$ cat src/dcsr_pkg.sv
// register map, field layouts and shared types of the decoder channel
// control and status bank; imported whole by every design module.
package dcsr_pkg;

	// ------------------------------------------------------------
	// register subaddresses
	// ------------------------------------------------------------
	localparam logic [7:0] DCSR_ADDR_IRQ_CLEAR_B   = 8'h1C;
	localparam logic [7:0] DCSR_ADDR_IRQ_ENABLE_B  = 8'h1D;
	localparam logic [7:0] DCSR_ADDR_IRQ_CONFIG_B  = 8'h1E;
	localparam logic [7:0] DCSR_ADDR_STANDARD      = 8'h28;
	localparam logic [7:0] DCSR_ADDR_STOP_HIGH     = 8'h29;
	localparam logic [7:0] DCSR_ADDR_STOP_LOW      = 8'h2A;
	localparam logic [7:0] DCSR_ADDR_BLUE_GAIN     = 8'h2C;
	localparam logic [7:0] DCSR_ADDR_RED_GAIN      = 8'h2D;
	localparam logic [7:0] DCSR_ADDR_TIMING_REV    = 8'h30;
	localparam logic [7:0] DCSR_ADDR_IDENT_HIGH    = 8'h80;
	localparam logic [7:0] DCSR_ADDR_IDENT_LOW     = 8'h81;
	localparam logic [7:0] DCSR_ADDR_FW_MAJOR      = 8'h82;
	localparam logic [7:0] DCSR_ADDR_FW_MINOR      = 8'h83;
	localparam logic [7:0] DCSR_ADDR_LINES_HIGH    = 8'h84;
	localparam logic [7:0] DCSR_ADDR_LINES_LOW     = 8'h85;
	localparam logic [7:0] DCSR_ADDR_IRQ_FLAGS_B   = 8'h86;
	localparam logic [7:0] DCSR_ADDR_IRQ_ACTIVE_B  = 8'h87;

	// ------------------------------------------------------------
	// reset values and field layouts
	// ------------------------------------------------------------
	localparam logic [7:0] DCSR_BYTE_ZERO          = 8'h00;
	localparam logic [3:0] DCSR_STD_RESET          = 4'h0;
	localparam logic [9:0] DCSR_STOP_RESET         = 10'h000;
	localparam logic       DCSR_REV_RESET          = 1'b0;
	localparam int         DCSR_STD_W              = 4;
	localparam int         DCSR_STOP_W             = 10;
	localparam int         DCSR_STOP_LOW_W         = 2;
	localparam int         DCSR_LINES_W            = 10;
	localparam int         DCSR_LINES_HIGH_W       = 2;
	localparam int         DCSR_FLAG_INIT          = 7;
	localparam int         DCSR_FLAG_RSVD          = 6;
	localparam int         DCSR_FLAG_CMD           = 5;
	localparam int         DCSR_FLAG_FIELD         = 4;
	localparam int         DCSR_FLAG_LINE_ALT      = 3;
	localparam int         DCSR_FLAG_COLOR         = 2;
	localparam int         DCSR_FLAG_SYNC          = 1;
	localparam int         DCSR_FLAG_SOURCE        = 0;
	localparam logic [7:0] DCSR_FLAG_WRITABLE_MASK = 8'h9F;

	// ------------------------------------------------------------
	// standard codes: automatic detection and forced standards
	// ------------------------------------------------------------
	typedef enum logic [3:0] {
		DCSR_STD_AUTO      = 4'h0,
		DCSR_STD_NTSC_M    = 4'h2,
		DCSR_STD_PAL_BGHIN = 4'h4,
		DCSR_STD_PAL_M     = 4'h6,
		DCSR_STD_PAL_CN    = 4'h8,
		DCSR_STD_NTSC_443  = 4'hA,
		DCSR_STD_SECAM     = 4'hC
	} dcsr_std_t;

	// ------------------------------------------------------------
	// carriers
	// ------------------------------------------------------------
	typedef struct packed {
		logic init_ready;
		logic cmd_ready;
		logic field_rate;
		logic line_alt;
		logic color_lock;
		logic sync_lock;
		logic source_type;
	} dcsr_status_t;

	typedef struct packed {
		logic [7:0] addr;
		logic [7:0] wdata;
		logic       wr;
		logic       rd;
	} dcsr_req_t;

endpackage

$ cat src/dcsr_flag_bank.sv
// sticky change flags of interrupt status b
// assumes status levels arrive on clk_sys_i from the decoder core.
`timescale 1ns/1ns
`default_nettype none
module dcsr_flag_bank
	import dcsr_pkg::*;
(
	input  wire logic         clk_sys_i,
	input  wire logic         srst_i,
	input  wire dcsr_status_t status_i,
	input  wire logic [7:0]   clear_i,
	output logic [7:0]        flags_o
);
	// ------------------------------------------------------------
	// change detection
	// ------------------------------------------------------------
	logic [4:0]   prev_reg;
	logic         primed_reg;
	logic [7:0]   flags_reg;
	logic [7:0]   flags_next;
	logic [4:0]   now_w;
	logic [7:0]   set_w;

	assign now_w = {status_i.field_rate, status_i.line_alt, status_i.color_lock,
			status_i.sync_lock, status_i.source_type};
	// first cycle after reset only primes the history, no false change
	assign set_w = {status_i.init_ready, 2'b00,
			(now_w ^ prev_reg) & {5{primed_reg}}};
	// set wins over a clear in the same cycle
	assign flags_next = ((flags_reg & ~(clear_i & DCSR_FLAG_WRITABLE_MASK)) | set_w)
			& DCSR_FLAG_WRITABLE_MASK;
	assign flags_o = {flags_reg[7:6], status_i.cmd_ready & primed_reg, flags_reg[4:0]};

	always_ff @(posedge clk_sys_i) begin
		if (srst_i) begin
			prev_reg   <= 5'h0;
			primed_reg <= 1'b0;
			flags_reg  <= DCSR_BYTE_ZERO;
		end else begin
			prev_reg   <= now_w;
			primed_reg <= 1'b1;
			flags_reg  <= flags_next;
		end
	end
endmodule
`default_nettype wire

$ cat src/dcsr_regs.sv
// control and status register bank of one decoder channel
// assumes a serial-bus front end on clk_sys_i delivering byte writes and reads
// by subaddress; status and strobes come from decoder logic on the same clock.
//
// Behaviour
// - standard field is four bits, reset zero meaning automatic detection
// - even codes 2..C select a forced standard; odd codes are reserved
// - a written legal non-zero standard code forces that standard and clears auto_detect_o; reserved codes are dropped
// - new ten-bit stop value applies only when the low register is written
// - stop value is signed offset -512..511, reset zero
// - two read-only bytes report blue and red chroma gain in use
// - timing revision bit 0: 0 revision 4 (reset), 1 revision 3
// - fixed sixteen-bit ident, high byte at lower address
// - read-only major and minor firmware versions, 0x01..0xFF
// - ten-bit measured line count split over two registers
// - line count is measured per frame, not nominal
// - status b layout with bits reset to zero
// - command ready reads 1 only while a new command is accepted
// - change flags set on status change and stay set
// - writing 1 to clear register b clears only those flags
// - enable mask gates the pin and the irq active register, flags still set
// - active low pin is open drain; active high pin is push-pull
`timescale 1ns/1ns
`default_nettype none
module dcsr_regs
	import dcsr_pkg::*;
#(
	parameter logic [7:0] IDENT_HIGH = 8'hA5, // arbitrary value
	parameter logic [7:0] IDENT_LOW  = 8'h3C, // arbitrary value
	parameter logic [7:0] FW_MAJOR   = 8'h01, // arbitrary value
	parameter logic [7:0] FW_MINOR   = 8'h01  // arbitrary value
)(
	input  wire logic         clk_sys_i,
	input  wire logic         srst_i,
	input  wire logic [7:0]   reg_addr_i,
	input  wire logic [7:0]   reg_wdata_i,
	input  wire logic         reg_wr_i,
	input  wire logic         reg_rd_i,
	output logic [7:0]        reg_rdata_o,
	output logic              reg_rvalid_o,
	input  wire dcsr_status_t status_i,
	input  wire logic [7:0]   blue_gain_i,
	input  wire logic [7:0]   red_gain_i,
	input  wire logic         line_strobe_i,
	input  wire logic         frame_strobe_i,
	output logic [3:0]        standard_o,
	output logic              auto_detect_o,
	output logic [9:0]        stop_offset_o,
	output logic              timing_rev3_o,
	output logic              irq_b_o,
	output logic              irq_b_oe_o
);
	// ------------------------------------------------------------
	// request carrier and write decode
	// ------------------------------------------------------------
	dcsr_req_t  req_w;
	logic       wr_std_w;
	logic       wr_stop_high_w;
	logic       wr_stop_low_w;
	logic       wr_rev_w;
	logic       wr_clear_w;
	logic       wr_enable_w;
	logic       wr_config_w;
	logic       std_code_ok_w;

	assign req_w = '{addr: reg_addr_i, wdata: reg_wdata_i, wr: reg_wr_i, rd: reg_rd_i};

	function automatic logic hit(input dcsr_req_t r, input logic [7:0] a);
		hit = r.wr && (r.addr == a);
	endfunction

	function automatic logic std_legal(input logic [3:0] code);
		case (code)
			DCSR_STD_AUTO,
			DCSR_STD_NTSC_M,
			DCSR_STD_PAL_BGHIN,
			DCSR_STD_PAL_M,
			DCSR_STD_PAL_CN,
			DCSR_STD_NTSC_443,
			DCSR_STD_SECAM: std_legal = 1'b1;
			default:        std_legal = 1'b0;
		endcase
	endfunction

	// only the writable addresses decode; writes elsewhere fall away
	assign wr_std_w       = hit(req_w, DCSR_ADDR_STANDARD);
	assign wr_stop_high_w = hit(req_w, DCSR_ADDR_STOP_HIGH);
	assign wr_stop_low_w  = hit(req_w, DCSR_ADDR_STOP_LOW);
	assign wr_rev_w       = hit(req_w, DCSR_ADDR_TIMING_REV);
	assign wr_clear_w     = hit(req_w, DCSR_ADDR_IRQ_CLEAR_B);
	assign wr_enable_w    = hit(req_w, DCSR_ADDR_IRQ_ENABLE_B);
	assign wr_config_w    = hit(req_w, DCSR_ADDR_IRQ_CONFIG_B);
	// reserved codes would leave the decoder without a sample rate
	assign std_code_ok_w  = std_legal(req_w.wdata[DCSR_STD_W-1:0]);

	// ------------------------------------------------------------
	// control registers
	// ------------------------------------------------------------
	logic [3:0] std_reg;
	logic [3:0] std_next;
	logic [7:0] stop_high_reg;
	logic [7:0] stop_high_next;
	logic [1:0] stop_low_reg;
	logic [1:0] stop_low_next;
	logic [9:0] stop_live_reg;
	logic [9:0] stop_live_next;
	logic [9:0] stop_pair_w;
	logic       rev_reg;
	logic       rev_next;
	logic [7:0] enable_reg;
	logic [7:0] enable_next;
	logic       polarity_reg;
	logic       polarity_next;

	assign std_next = (wr_std_w && std_code_ok_w) ?
			req_w.wdata[DCSR_STD_W-1:0] : std_reg;
	assign stop_high_next = wr_stop_high_w ? req_w.wdata : stop_high_reg;
	assign stop_low_next = wr_stop_low_w ?
			req_w.wdata[DCSR_STOP_LOW_W-1:0] : stop_low_reg;
	// the pair only takes effect on the low write, so a half update never shows
	assign stop_pair_w    = {stop_high_reg, req_w.wdata[DCSR_STOP_LOW_W-1:0]};
	assign stop_live_next = wr_stop_low_w ? stop_pair_w : stop_live_reg;
	assign rev_next = wr_rev_w ? req_w.wdata[0] : rev_reg;
	assign enable_next = wr_enable_w ?
			(req_w.wdata & DCSR_FLAG_WRITABLE_MASK) : enable_reg;
	assign polarity_next = wr_config_w ? req_w.wdata[0] : polarity_reg;

	always_ff @(posedge clk_sys_i) begin
		if (srst_i) begin
			std_reg       <= DCSR_STD_RESET;
			stop_high_reg <= DCSR_BYTE_ZERO;
			stop_low_reg  <= DCSR_STOP_RESET[DCSR_STOP_LOW_W-1:0];
			stop_live_reg <= DCSR_STOP_RESET;
			rev_reg       <= DCSR_REV_RESET;
			enable_reg    <= DCSR_BYTE_ZERO;
			polarity_reg  <= 1'b0;
		end else begin
			std_reg       <= std_next;
			stop_high_reg <= stop_high_next;
			stop_low_reg  <= stop_low_next;
			stop_live_reg <= stop_live_next;
			rev_reg       <= rev_next;
			enable_reg    <= enable_next;
			polarity_reg  <= polarity_next;
		end
	end

	assign standard_o    = std_reg;
	assign auto_detect_o = (std_reg == DCSR_STD_AUTO);
	assign stop_offset_o = stop_live_reg;
	assign timing_rev3_o = rev_reg;

	// ------------------------------------------------------------
	// measured line count
	// ------------------------------------------------------------
	// counts line strobes between frame strobes; saturates on runaway input
	logic [9:0] line_cnt_reg;
	logic [9:0] line_cnt_next;
	logic [9:0] lines_reg;
	logic [9:0] lines_next;
	logic [9:0] line_cnt_inc_w;
	logic [9:0] line_cnt_start_w;
	logic       line_cnt_full_w;

	assign line_cnt_full_w  = &line_cnt_reg;
	assign line_cnt_inc_w   = line_cnt_full_w ? line_cnt_reg : line_cnt_reg + 10'h001;
	// a line strobe on the frame edge already belongs to the next frame
	assign line_cnt_start_w = {9'h000, line_strobe_i};
	assign line_cnt_next    = frame_strobe_i ? line_cnt_start_w :
			(line_strobe_i ? line_cnt_inc_w : line_cnt_reg);
	assign lines_next      = frame_strobe_i ? line_cnt_reg : lines_reg;

	always_ff @(posedge clk_sys_i) begin
		if (srst_i) begin
			line_cnt_reg <= 10'h000;
			lines_reg    <= 10'h000;
		end else begin
			line_cnt_reg <= line_cnt_next;
			lines_reg    <= lines_next;
		end
	end

	// ------------------------------------------------------------
	// interrupt b flags and pin
	// ------------------------------------------------------------
	logic [7:0] flags_w;
	logic [7:0] clear_w;
	logic       irq_active_w;
	logic       irq_active_reg;

	assign clear_w = wr_clear_w ? req_w.wdata : DCSR_BYTE_ZERO;

	dcsr_flag_bank u_flag_bank (
		.clk_sys_i (clk_sys_i),
		.srst_i    (srst_i),
		.status_i  (status_i),
		.clear_i   (clear_w),
		.flags_o   (flags_w)
	);

	// mask reaches the pin and the irq active register; flags set regardless
	assign irq_active_w = |(flags_w & enable_reg);

	logic       pin_level_reg;
	logic       pin_level_next;
	logic       pin_drive_reg;
	logic       pin_drive_next;

	// pin taken from flops so the open-drain enable never glitches on the board
	// active low: drive low only when active, else release
	assign pin_level_next = polarity_next ? irq_active_w : 1'b0;
	assign pin_drive_next = polarity_next ? 1'b1 : irq_active_w;

	always_ff @(posedge clk_sys_i) begin
		if (srst_i) begin
			irq_active_reg <= 1'b0;
			pin_level_reg  <= 1'b0;
			pin_drive_reg  <= 1'b0;
		end else begin
			irq_active_reg <= irq_active_w;
			pin_level_reg  <= pin_level_next;
			pin_drive_reg  <= pin_drive_next;
		end
	end

	assign irq_b_o    = pin_level_reg;
	assign irq_b_oe_o = pin_drive_reg;

	// ------------------------------------------------------------
	// read path
	// ------------------------------------------------------------
	// read-only and unmapped addresses have no write decode at all
	logic [7:0] rd_sel_w;
	logic [7:0] rdata_reg;
	logic       rvalid_reg;

	function automatic logic [7:0] pad(input logic [1:0] v);
		pad = {6'h00, v};
	endfunction

	// ------------------------------------------------------------
	// read views, reserved bits forced to zero
	// ------------------------------------------------------------
	logic [7:0] view_std_w;
	logic [7:0] view_stop_low_w;
	logic [7:0] view_rev_w;
	logic [7:0] view_polarity_w;
	logic [7:0] view_lines_high_w;
	logic [7:0] view_lines_low_w;
	logic [7:0] view_active_w;

	assign view_std_w        = {4'h0, std_reg};
	assign view_stop_low_w   = pad(stop_low_reg);
	assign view_rev_w        = {7'h00, rev_reg};
	assign view_polarity_w   = {7'h00, polarity_reg};
	assign view_lines_high_w = pad(lines_reg[DCSR_LINES_W-1 -: DCSR_LINES_HIGH_W]);
	assign view_lines_low_w  = lines_reg[DCSR_LINES_W-DCSR_LINES_HIGH_W-1:0];
	assign view_active_w     = {7'h00, irq_active_reg};

	// the write-only clear register falls to the default and reads zero
	always_comb begin
		case (req_w.addr)
			DCSR_ADDR_IRQ_ENABLE_B: rd_sel_w = enable_reg;
			DCSR_ADDR_IRQ_CONFIG_B: rd_sel_w = view_polarity_w;
			DCSR_ADDR_STANDARD:     rd_sel_w = view_std_w;
			DCSR_ADDR_STOP_HIGH:    rd_sel_w = stop_high_reg;
			DCSR_ADDR_STOP_LOW:     rd_sel_w = view_stop_low_w;
			DCSR_ADDR_BLUE_GAIN:    rd_sel_w = blue_gain_i;
			DCSR_ADDR_RED_GAIN:     rd_sel_w = red_gain_i;
			DCSR_ADDR_TIMING_REV:   rd_sel_w = view_rev_w;
			DCSR_ADDR_IDENT_HIGH:   rd_sel_w = IDENT_HIGH;
			DCSR_ADDR_IDENT_LOW:    rd_sel_w = IDENT_LOW;
			DCSR_ADDR_FW_MAJOR:     rd_sel_w = FW_MAJOR;
			DCSR_ADDR_FW_MINOR:     rd_sel_w = FW_MINOR;
			DCSR_ADDR_LINES_HIGH:   rd_sel_w = view_lines_high_w;
			DCSR_ADDR_LINES_LOW:    rd_sel_w = view_lines_low_w;
			DCSR_ADDR_IRQ_FLAGS_B:  rd_sel_w = flags_w;
			DCSR_ADDR_IRQ_ACTIVE_B: rd_sel_w = view_active_w;
			default:                rd_sel_w = DCSR_BYTE_ZERO;
		endcase
	end

	always_ff @(posedge clk_sys_i) begin
		if (srst_i) begin
			rdata_reg  <= DCSR_BYTE_ZERO;
			rvalid_reg <= 1'b0;
		end else begin
			rdata_reg  <= req_w.rd ? rd_sel_w : rdata_reg;
			rvalid_reg <= req_w.rd;
		end
	end

	assign reg_rdata_o  = rdata_reg;
	assign reg_rvalid_o = rvalid_reg;
endmodule
`default_nettype wire

$ cat config.mk
export PLATFORM = sky130hd
export DESIGN_NAME = dcsr_regs
export DESIGN_NICKNAME = d
export VERILOG_FILES = /design/src/dcsr_pkg.sv /design/src/dcsr_flag_bank.sv /design/src/dcsr_regs.sv
export SDC_FILE = /design/constraint.sdc
export NUM_CORES = 1
export LEC_CHECK = 0
export ABC_AREA = 1
export BUFFER_PORTS_ARGS = -buffer_cell sky130_fd_sc_hd__buf_2
export CAP_MARGIN = 5
export CORE_MARGIN = 2
export CORE_UTILIZATION = 45
export CTS_BUF_LIST = sky130_fd_sc_hd__clkbuf_8
export CTS_CLUSTER_SIZE = 10
export DETAILED_ROUTE_END_ITERATION = 10
export GPL_TIMING_DRIVEN = 0
export PLACE_DENSITY = 0.64
export SLEW_MARGIN = 20
export SYNTH_ARGS = -nofsm -noshare
export SYNTH_HDL_FRONTEND = slang
export SYNTH_HIERARCHICAL = 1
export SYNTH_SLANG_ARGS = --single-unit
$ cat constraint.sdc
create_clock -name clk_sys_i -period 1.6 [get_ports clk_sys_i]
set_input_delay 0.08 -clock clk_sys_i [delete_from_list [all_inputs] [get_ports clk_sys_i]]
set_output_delay 0.08 -clock clk_sys_i [all_outputs]
set_load 0.02 [all_outputs]
Yosys cells after proc, flatten, opt, wreduce, memory -nomap -nowiden

Cells that the tools add are included.

Output and inout bits: 27
Register bits: 78
Word-level logic and storage cells: 81
Input port bits: 45

Reductions and logical operators: 19
Bitwise gates (word level): 9
$add $sub $neg: 1
Equality and inequality tests: 24
Mux-type cells: 9

Operators by type and width:

| cell                                                                   | number |
|---|---|
| 8-bit one-hot mux with 15 select lines                                 | 1 |
| 8-bit equality test (second input constant)                            | 8 |
| 8-bit by 6-bit equality test with 1-bit output (second input constant) | 6 |
| 8-bit by 5-bit equality test with 1-bit output (second input constant) | 3 |
| 8-bit bitwise AND                                                      | 2 |
| 4-bit equality test (second input constant)                            | 3 |
| 10-bit by 1-bit adder with 10-bit output (second input constant)       | 1 |
| 10-bit AND reduction                                                   | 1 |
| 4-bit by 3-bit equality test with 1-bit output (second input constant) | 2 |
| 1-bit logical AND                                                      | 8 |
| 4-bit logical NOT                                                      | 2 |
| 8-bit 2-to-1 mux                                                       | 1 |
| 8-bit NOT                                                              | 1 |
| 8-bit bitwise OR                                                       | 1 |
| 8-bit OR reduction                                                     | 1 |
| 1-bit 2-to-1 mux                                                       | 7 |
| 7-bit OR reduction                                                     | 1 |
| 2-bit OR reduction                                                     | 3 |
| 5-bit bitwise AND                                                      | 1 |
| 5-bit bitwise XOR                                                      | 1 |
| 4-bit by 2-bit equality test with 1-bit output (second input constant) | 1 |
| 2-bit AND reduction                                                    | 2 |
| 2-bit inequality test (second input constant)                          | 1 |
| 1-bit NOT                                                              | 2 |
| other kinds (2)                                                        | 2 |

Logic depth before layout (Yosys ltp)

Gate-level depths: netlist of run 1.

Depth after elaboration: 6
Gate-level depth with buffers: 12
Depth with buffers taken out: 12

Hierarchy

Netlist of run 1, hierarchy kept.

Modules (own cells, without submodules):

| module         | seq. area each (um^2) | cells each | area an instance (um^2) | instances |
|---|---|---|---|---|
| dcsr_regs      | 1241.2                | 466        | 3116.7                  | 1 |
| dcsr_flag_bank | 240.2                 | 66         | 461.7                   | 1 |

Worst setup path after synthesis of run 1

OpenSTA, ideal clock, no wires.

Path type: register to register
Start: reg line_cnt_reg[0]
End: reg line_cnt_reg[2]
Clock period less this slack: 1338 ps
Required time: 1486 ps
Path slack: 262 ps
Library setup time: 114 ps
Path buffers: 0
Data arrival time: 1223 ps
Stages on the path, launching flop included: 12
Cell sequence: dfxtp_1 > ha_1 > nand2_1 > inv_1 > nand2_1 > inv_2 > nand4_2 > nand2_4 > inv_4 > nand2_1 > xor2_1 > nor2_1

Word-level cells in the longest chain between the ends: 3
Elaborated cells on any way between the ends: 4
Classes of those cells: 1 x add/sub; 1 x bitwise; 2 x reduce/logical

Ends and longest elaborated chain:

| element                                                                                          | RTL line         | source |
|---|---|---|
| start: declaration                                                                               | dcsr_regs.sv:157 | `logic [9:0] line_cnt_reg;` |
| start signal: assignment                                                                         | dcsr_regs.sv:178 | `line_cnt_reg <= line_cnt_next;` |
| parallel branches: the longest is 3 deep, another holds 10-bit by 1-bit adder with 10-bit output | -                |  |

Several ways; the timed one is not identified.
A chain may end at the register's enable or synchronous reset.

Worst setup path in the final report of run 1

Ends and elaborated chain as after synthesis.

==> flow_summary.yaml, run 1 <==
outcome:
  outcome: "finished clean"
detailed_routing:
  dr.first_iter.drc_count: 167
  drt_wl_total_um: 9330
  dr.pass1.iters: 5
  via_per_inst: 4.95
  drc_errors: 0
  vias: 3562
  wl_per_cell_um: 13.0
  ant_nets: 0
grt:
  antenna_found_initial: 0
  grt_pass1_wl_um: 15200
  grt_start_max_net_pins: 12
  grt.overflow.total: 0
  grt_usage_pct: 22.4
  grt_pass1_vias: 3225
clocking:
  clock_path_buffers: 2
  cts_root_buffer: "clkbuf_8"
  insertion_delay_ps: 350
  postCtsSetupRepairBufs: 0
  cts_tree: "yes"
  clkTransAtPathRegs_ps: 80
  cts_max_level: 3
  cts_buffers: 9
  cts_sinks: 74
sta:
  min_period_ps: 1450
  finalSetupViolCount: 0
  drv_slew: 0
  skew_ps: 12.0
  hold_viol: 0
  relSlewSlack_pct: 64.4
  tns_ps: 0
  setup_slack_ps: 149
  clock.fmax_mhz: 689
  rsz0062_at_grt: "no"
  period_share_pct: 90.7
  worst_pin_slew_ps: 534
run:
  cap_violations: 0
worst_setup_path:
  crit_required_ps: 1850
  path_buf_inv: 3
  criticalPathCategory: "reg2reg"
  cp_max_fo: 9
  cpPeakStageDelay_ps: 350
  path_common_cell: "nand2_1"
  arrival_ps: 1700
  start_kind: "flop"
  cp-end-kind: "flop"
  cp_slowest_cell: "dfxtp_2"
  path_cells: "ha_1 -> nand2_1 -> inv_1 -> nand2_1 -> inv_2 -> nand4_2 -> nand2_4 -> inv_6 -> nand2_1 -> xor2_1 -> nor2_1"
  critical-path-top-delay-family: "simple AND/OR/NAND/NOR gates"
power:
  switchingPower_uw: 895
  p_leak_nw: 1.96
  power.density_mw_per_mm2: 846
  clkPwrFrac_pct: 39.0
  ir_worst_vdd_v: 0.000484
  combPwrFrac_pct: 8.4
  swShare_pct: 24.7
  intPower_mw: 2.73
  pwr-share-seq_pct: 52.7
final_layout:
  synthToLayoutAreaGrowth_pct: 20.3
  antennaDiodeCount: 0
  drive_above_1_share_pct: 18.9
  fin_nets: 660
  finalNonFillerCells: 720
place:
  port_buffers: 69
  pre_cts_ws_ps: 123
  place_congestion: 0.923
  dpl.hpwl_um: 7210
  dp_cells: 699
die:
  initial_core_util_pct: 46.4
  num_rows: 32
  dieArea_mm2: 0.00865
  die_y_um: 93.0
  io_pins: 72
  core_area_mm2: 0.00769
  die_x_um: 93.0
synth:
  synth_area_per_cell_um2: 6.75
  synth_warnings: 6
  synthCells: 528
  synth_area_mm2: 0.00356
  synth_nets: 574
hold_path:
  hp-class: "in2reg"
==> per-layer routing <==
metal | GRT usage [%] | up-vias | routed length (um)
li1 | - | 1860 | -
met1 | 30.5 | 1564 | 4350
met2 | 36.0 | 123 | 4150
met3 | 2.98 | 15 | 653
met4 | 9.31 | 0 | 172
met5 | 0 | - | 0
==> final cells by class <==
| class | instances | area (um^2) |
|---|---|---|
| timing repair buffer | 75 | 405 |
| clock buffer | 10 | 138 |
| clock inverter | 5 | 47.5 |
| fill | 815 | 3400 |
| buffer | 16 | 78.8 |
| tap | 102 | 128 |
| inverter | 82 | 313 |
| sequential | 74 | 1480 |
| multi-input combinational | 356 | 1690 |
==> worst min-delay path: stages <==
cell and delay (ps):
buf_2 80, o21ai_1 60, a21oi_1 110
==> cell usage in the layout (no fill, tap or decap), types with 3 or more instances in the layout <==
master / instances
nor2_1: 46
inv_1: 77
dlygate4sd3_1: 6
o21ai_0: 45
clkbuf_8: 10
clkbuf_1: 6
inv_2: 5
nand2_2: 4
o21ai_1: 4
nor2_4: 5
buf_4: 3
dfxtp_1: 72
nor2_2: 6
buf_2: 75
nand2_1: 111
nor3_1: 5
nand3_1: 55
a21oi_1: 57
==> metrics by stage <==
step                      hold slack (ps)  util, %  power (mW)  area (um^2)
after floorplan                       149        -        2.11         3560
after global placement                300     52.5        2.24         4040
after detailed placement              303     52.5        2.24         4040
after CTS                            5.56     55.7        3.66         4280
after global routing                 19.2     55.8        3.77         4290
final                                14.2     55.8        3.63         4290
==> power groups by stage <==
stage	combinational, mW	clock, mW	sequential [mW]
2_1_floorplan	0.167	0	1.95
3_3_place_gp	0.286	0	1.95
3_5_place_dp	0.290	0	1.95
4_1_cts	0.303	1.45	1.91
5_1_grt	0.345	1.51	1.91
6_report	0.304	1.41	1.91
==> what timing repair did <==
| item | CTS | global route |
|---|---|---|
| gates resized for setup | 0 | 3 |
| hold endpoints to repair | 6 | 0 |
| hold buffers | 6 | 0 |
| setup endpoints to repair | 0 | 3 |
==> path summary, 6_finish.rpt <==
path / startpoint / end / slack, ps / depth (start not counted)
hold / removal: reg_wdata_i[6] / stop_high_reg[6]$_SDFFE_PP0P_ / 10 / 3
setup / recovery: line_cnt_reg[0]$_SDFFE_PP0P_ / line_cnt_reg[2]$_SDFFE_PP0P_ / 150 / 11
hold reg to reg: stop_offset_o[5]$_SDFFE_PP0P_ / stop_offset_o[5]$_SDFFE_PP0P_ / 440 / 2
setup reg to reg: line_cnt_reg[0]$_SDFFE_PP0P_ / line_cnt_reg[2]$_SDFFE_PP0P_ / 150 / 11
No activity file was read; power rests on OpenSTA's default activity.
==> inputs of run 2 (changes only) <==
--- a/config.mk
+++ b/config.mk
@@ -5,7 +5,7 @@
 export SDC_FILE = /design/constraint.sdc
 export NUM_CORES = 1
 export LEC_CHECK = 0
-export ABC_AREA = 1
+export ABC_AREA = 0
 export BUFFER_PORTS_ARGS = -buffer_cell sky130_fd_sc_hd__buf_2
 export CAP_MARGIN = 5
 export CORE_MARGIN = 2
@@ -15,6 +15,7 @@
 export DETAILED_ROUTE_END_ITERATION = 10
 export GPL_TIMING_DRIVEN = 0
 export PLACE_DENSITY = 0.64
+export REMOVE_ABC_BUFFERS = 1
 export SLEW_MARGIN = 20
 export SYNTH_ARGS = -nofsm -noshare
 export SYNTH_HDL_FRONTEND = slang
==> run 2 against run 1 <==
Synthesized area is essentially flat. Sequential power is essentially flat. Via count shrank 14%. Final cell count shrank 21%. Maximum frequency shrank 5.4%. Die area is essentially flat. Wire length shrank 2.2%. Critical endpoint is now reg_rdata_o[2]$_SDFFE_PP0P_. Largest cell class unchanged. Highest routed layer unchanged.
==> flow_summary.yaml, run 2 <==
detailed_routing:
  ant_nets: 0
  vias: 3065
  via_per_inst: 5.42
  drt_wl_total_um: 9130
  drc_errors: 0
  dr.pass1.iters: 4
  dr.first_iter.drc_count: 210
  wl_per_cell_um: 16.1
power:
  combPwrFrac_pct: 8.8
  swShare_pct: 25.1
  clkPwrFrac_pct: 40.0
  ir_worst_vdd_v: 0.000486
  switchingPower_uw: 928
  power.density_mw_per_mm2: 871
  p_leak_nw: 1.70
  pwr-share-seq_pct: 51.2
  intPower_mw: 2.77
  finalPower_mw: 3.70
final_layout:
  final_common_cell: "dfxtp_1"
  stdcell_area_mm2: 0.00425
  final_cell_mix: "dfxtp_1 (73), buf_2 (70), nor2_1 (46), mux2i_1 (38), nand2_1 (35)"
  antennaDiodeCount: 0
  num-fill-cells: 761
  fin_nets: 505
  drive_above_1_share_pct: 24.6
  synthToLayoutAreaGrowth_pct: 19.4
clocking:
  insertion_delay_ps: 350
  cts_buffers: 9
  clock_path_buffers: 2
  cts_max_level: 3
  cts_sinks: 74
  postCtsSetupRepairBufs: 0
  clkTransAtPathRegs_ps: 80
  cts_root_buffer: "clkbuf_8"
  cts_tree: "yes"
sta:
  drv_slew: 0
  worst_pin_slew_ps: 650
  clock.fmax_mhz: 652
  period_share_pct: 95.8
  whs_ps: 19.8
  rsz0062_at_grt: "no"
  setup_slack_ps: 66.7
  finalSetupViolCount: 0
  skew_ps: 9.98
  hold_viol: 0
  relSlewSlack_pct: 56.7
  min_period_ps: 1530
grt:
  grt_usage_pct: 22.3
  grt.overflow.total: 0
  antenna_found_initial: 0
  grt_pass1_wl_um: 14900
  grt_start_max_net_pins: 60
  grt_pass1_vias: 2856
die:
  die_y_um: 93.0
  num_rows: 32
  initial_core_util_pct: 46.3
  core_area_mm2: 0.00769
  dieArea_mm2: 0.00864
  die_x_um: 93.0
  io_pins: 72
worst_setup_path:
  cp_max_fo: 4
  start_kind: "flop"
  crit_required_ps: 1800
  arrival_ps: 1730
  criticalPathCategory: "reg2reg"
  ff2ff_setup_slack_ps: 70
  cp-end-kind: "flop"
place:
  place_congestion: 0.923
  pre_cts_ws_ps: -750
  port_buffers: 71
  dpl.hpwl_um: 6660
  dpl-instance-area_mm2: 0.00393
synth:
  synth_warnings: 6
  synth_area_mm2: 0.00356
  synthCells: 388
  synth_area_per_cell_um2: 9.18
outcome:
  outcome: "finished clean"
hold_path:
  hp-class: "in2reg"
run:
  cap_violations: 0
## run 2: per-stage QoR
step,utilization (%),std cells,TNS (ps)
6_report,55.3,566,0
5_1_grt,55.3,566,0
4_1_cts,55.1,566,0
3_5_place_dp,51.1,541,-20560
3_3_place_gp,51.1,541,-20470
2_1_floorplan,-,368,-314
## run 2: routing by layer
layer / vias up / GRT usage [%] / routed length, um
li1: 1527 / - / -
met4: 0 / 7.23 / 145
met2: 87 / 33.8 / 4000
met1: 1441 / 31.9 / 4520
met5: - / 0 / 0
met3: 10 / 4.59 / 461
## run 2: final timing paths
| kind | startpoint | to | depth (start not counted) |
|---|---|---|---|
| worst min-delay path | reg_wdata_i[2] | stop_high_reg[2]$_SDFFE_PP0P_ | 3 |
| worst max-delay path | standard_o[2]$_SDFFE_PP0P_ | reg_rdata_o[2]$_SDFFE_PP0P_ | 5 |
| worst min register to register | reg_rdata_o[4]$_SDFFE_PP0P_ | reg_rdata_o[4]$_SDFFE_PP0P_ | 2 |
| worst max register to register | standard_o[2]$_SDFFE_PP0P_ | reg_rdata_o[2]$_SDFFE_PP0P_ | 5 |
## run 2: timing repair
action / in CTS / in global routing
cloned: 0 / 0
endpoints found under the hold margin: 9 / 0
hold buffers: 9 / 0
pin swaps: 0 / 0
endpoints found under the setup margin: 29 / 23
gates resized for setup: 4 / 6
## run 2: worst max-delay path, cell delays in order, from the launching register on
cell and delay [ps]:
dfxtp_1 350, mux2_2 290, nand3_1 100, a21oi_1 80, a2111oi_1 470, a2111oi_2 100
## run 2: area by class of cell
type,instances,area [um^2],share of cell area [%]
repair buffers,80,448,10.5
clock inverters,6,66.3,1.56
flip-flops and latches,74,1480,34.9
well taps,102,128,3.00
multi-input cells,283,1950,45.8
inverters,11,41.3,0.971
clock buffers,10,138,3.24
## run 2: power by group through the flow
stage,Clock (mW),Combinational [mW],Sequential (mW)
5_1_grt,1.60,0.355,1.90
3_5_place_dp,0,0.302,1.94
2_1_floorplan,0,0.139,1.93
4_1_cts,1.52,0.323,1.89
3_3_place_gp,0,0.298,1.94
6_report,1.48,0.325,1.89
==> inputs of run 3 (changes only) <==
--- a/config.mk
+++ b/config.mk
@@ -9,12 +9,12 @@
 export BUFFER_PORTS_ARGS = -buffer_cell sky130_fd_sc_hd__buf_2
 export CAP_MARGIN = 5
 export CORE_MARGIN = 2
-export CORE_UTILIZATION = 45
+export CORE_UTILIZATION = 30
 export CTS_BUF_LIST = sky130_fd_sc_hd__clkbuf_8
 export CTS_CLUSTER_SIZE = 10
 export DETAILED_ROUTE_END_ITERATION = 10
 export GPL_TIMING_DRIVEN = 0
-export PLACE_DENSITY = 0.64
+export PLACE_DENSITY = 0.46
 export REMOVE_ABC_BUFFERS = 1
 export SLEW_MARGIN = 20
 export SYNTH_ARGS = -nofsm -noshare
==> run 3 against run 2 <==
The run now ends with design-rule violations left. Maximum frequency rose by 2.3%. Sequential power about the same. Final area rose by 1.8%. Hold slack better by 3.2 ps.
==> flow_summary.yaml, run 3 (synthesis results as in run 2) <==
power:
  p_leak_nw: 1.72
  finalPower_mw: 3.70
  power.density_mw_per_mm2: 854
  ir_worst_vdd_v: 0.000337
run:
  cap_violations: 0
sta:
  skew_ps: 8.77
  finalSetupViolCount: 0
  relSlewSlack_pct: 55.0
  period_share_pct: 93.7
  whs_ps: 23.0
  setup_slack_ps: 101
  rsz0062_at_grt: "no"
  drv_slew: 0
  worst_pin_slew_ps: 675
  min_period_ps: 1500
  clock.fmax_mhz: 667
  tns_ps: 0
  hold_viol: 0
worst_setup_path:
  cp-end-kind: "flop"
  crit_required_ps: 1810
  arrival_ps: 1710
  criticalPathCategory: "reg2reg"
  cp_max_fo: 6
  start_kind: "flop"
die:
  initial_core_util_pct: 30.9
  io_pins: 72
  die_x_um: 113
  die_y_um: 113
  num_rows: 39
  dieArea_mm2: 0.0128
  core_area_mm2: 0.0115
detailed_routing:
  dr.pass1.iters: 8
  drc_errors: 10
  ant_nets: 0
  dr.first_iter.drc_count: 203
  wl_per_cell_um: 16.9
  drt_wl_total_um: 10300
  via_per_inst: 5.08
  vias: 3097
grt:
  grt.overflow.total: 0
  grt_use_met3_pct: 3.70
  antenna_found_initial: 0
  grt_start_max_net_pins: 60
  grt_busiest_layer: "met2"
  grt_usage_pct: 16.6
  grt_pass1_vias: 2928
  grt_pass1_wl_um: 16400
  met2_usage_pct: 24.2
  gr-usage-met1_pct: 23.8
hold_path:
  hp-class: "in2reg"
final_layout:
  num-fill-cells: 1189
  synthToLayoutAreaGrowth_pct: 21.5
  fin_nets: 508
  stdcell_area_mm2: 0.00433
  drive_above_1_share_pct: 25.7
  final_common_cell: "dfxtp_1"
  post-route-util_pct: 37.6
  antennaDiodeCount: 0
  final_cell_mix: "dfxtp_1 (73), buf_2 (70), nor2_1 (46), mux2i_1 (38), nand2_1 (35)"
  finalNonFillerCells: 610
clocking:
  cts_buffers: 9
  cts_root_buffer: "clkbuf_8"
  cts_sinks: 74
  insertion_delay_ps: 350
  clkTransAtPathRegs_ps: 80
  cts_max_level: 3
  clock_path_buffers: 2
  cts_tree: "yes"
place:
  dpl-instance-area_mm2: 0.00398
  port_buffers: 71
  dpl.hpwl_um: 7480
  dp_cells: 582
  place_congestion: 0.880
  pre_cts_ws_ps: -880
outcome:
  outcome: "complete, but fails checks"
  violations: "design-rule violations"
## run 3: where the power goes
part / switching (mW) / internal (mW) / total [mW]
Combinational: 0.191 / 0.142 / 0.333
Clock: 0.748 / 0.717 / 1.47
Sequential: 0.0280 / 1.87 / 1.90
## run 3: repair_timing
action	4_1_cts	5_1_grt
hold endpoints to repair	13	0
endpoints found under the setup margin	30	31
pin swaps	0	1
hold buffers	9	0
resized for setup	5	9
buffers inserted	0	3
## run 3: layer usage
metal  up-vias  part of all wire [%]  wire length, um
met2       101                    44             4550
li1       1537                     -                -
met5         -                     0                0
met4         0                   2.2              224
met1      1445                    48             5000
met3        14                   5.4              554
## run 3: final timing paths
check	from	endpoint	slack (ps)	cells after the start
worst max-delay path	line_cnt_reg[4]$_SDFFE_PP0P_	line_cnt_reg[0]$_SDFFE_PP0P_	100	5
worst max register to register	line_cnt_reg[4]$_SDFFE_PP0P_	line_cnt_reg[0]$_SDFFE_PP0P_	100	5
worst min register to register	reg_rdata_o[6]$_SDFFE_PP0P_	reg_rdata_o[6]$_SDFFE_PP0P_	460	2
worst min-delay path	reg_wdata_i[7]	stop_high_reg[7]$_SDFFE_PP0P_	20	3
## run 3: critical path, cell delays in order, from the launching register on
cell	delay, ps
dfxtp_1	420
and4_4	310
nand4_1	200
a21o_1	240
a32oi_1	140
nor2_1	50
## run 3: area by class of cell
cell class                 instances  area, um^2  share of cell area [%]
multi-input combinational        283        1960                    45.3
sequential                        74        1480                    34.3
timing repair buffer              83         470                    10.9
tap                              143         179                    4.13
clock buffer                       9         124                    2.86
clock inverter                     7        71.3                    1.65
inverter                          11        41.3                   0.954
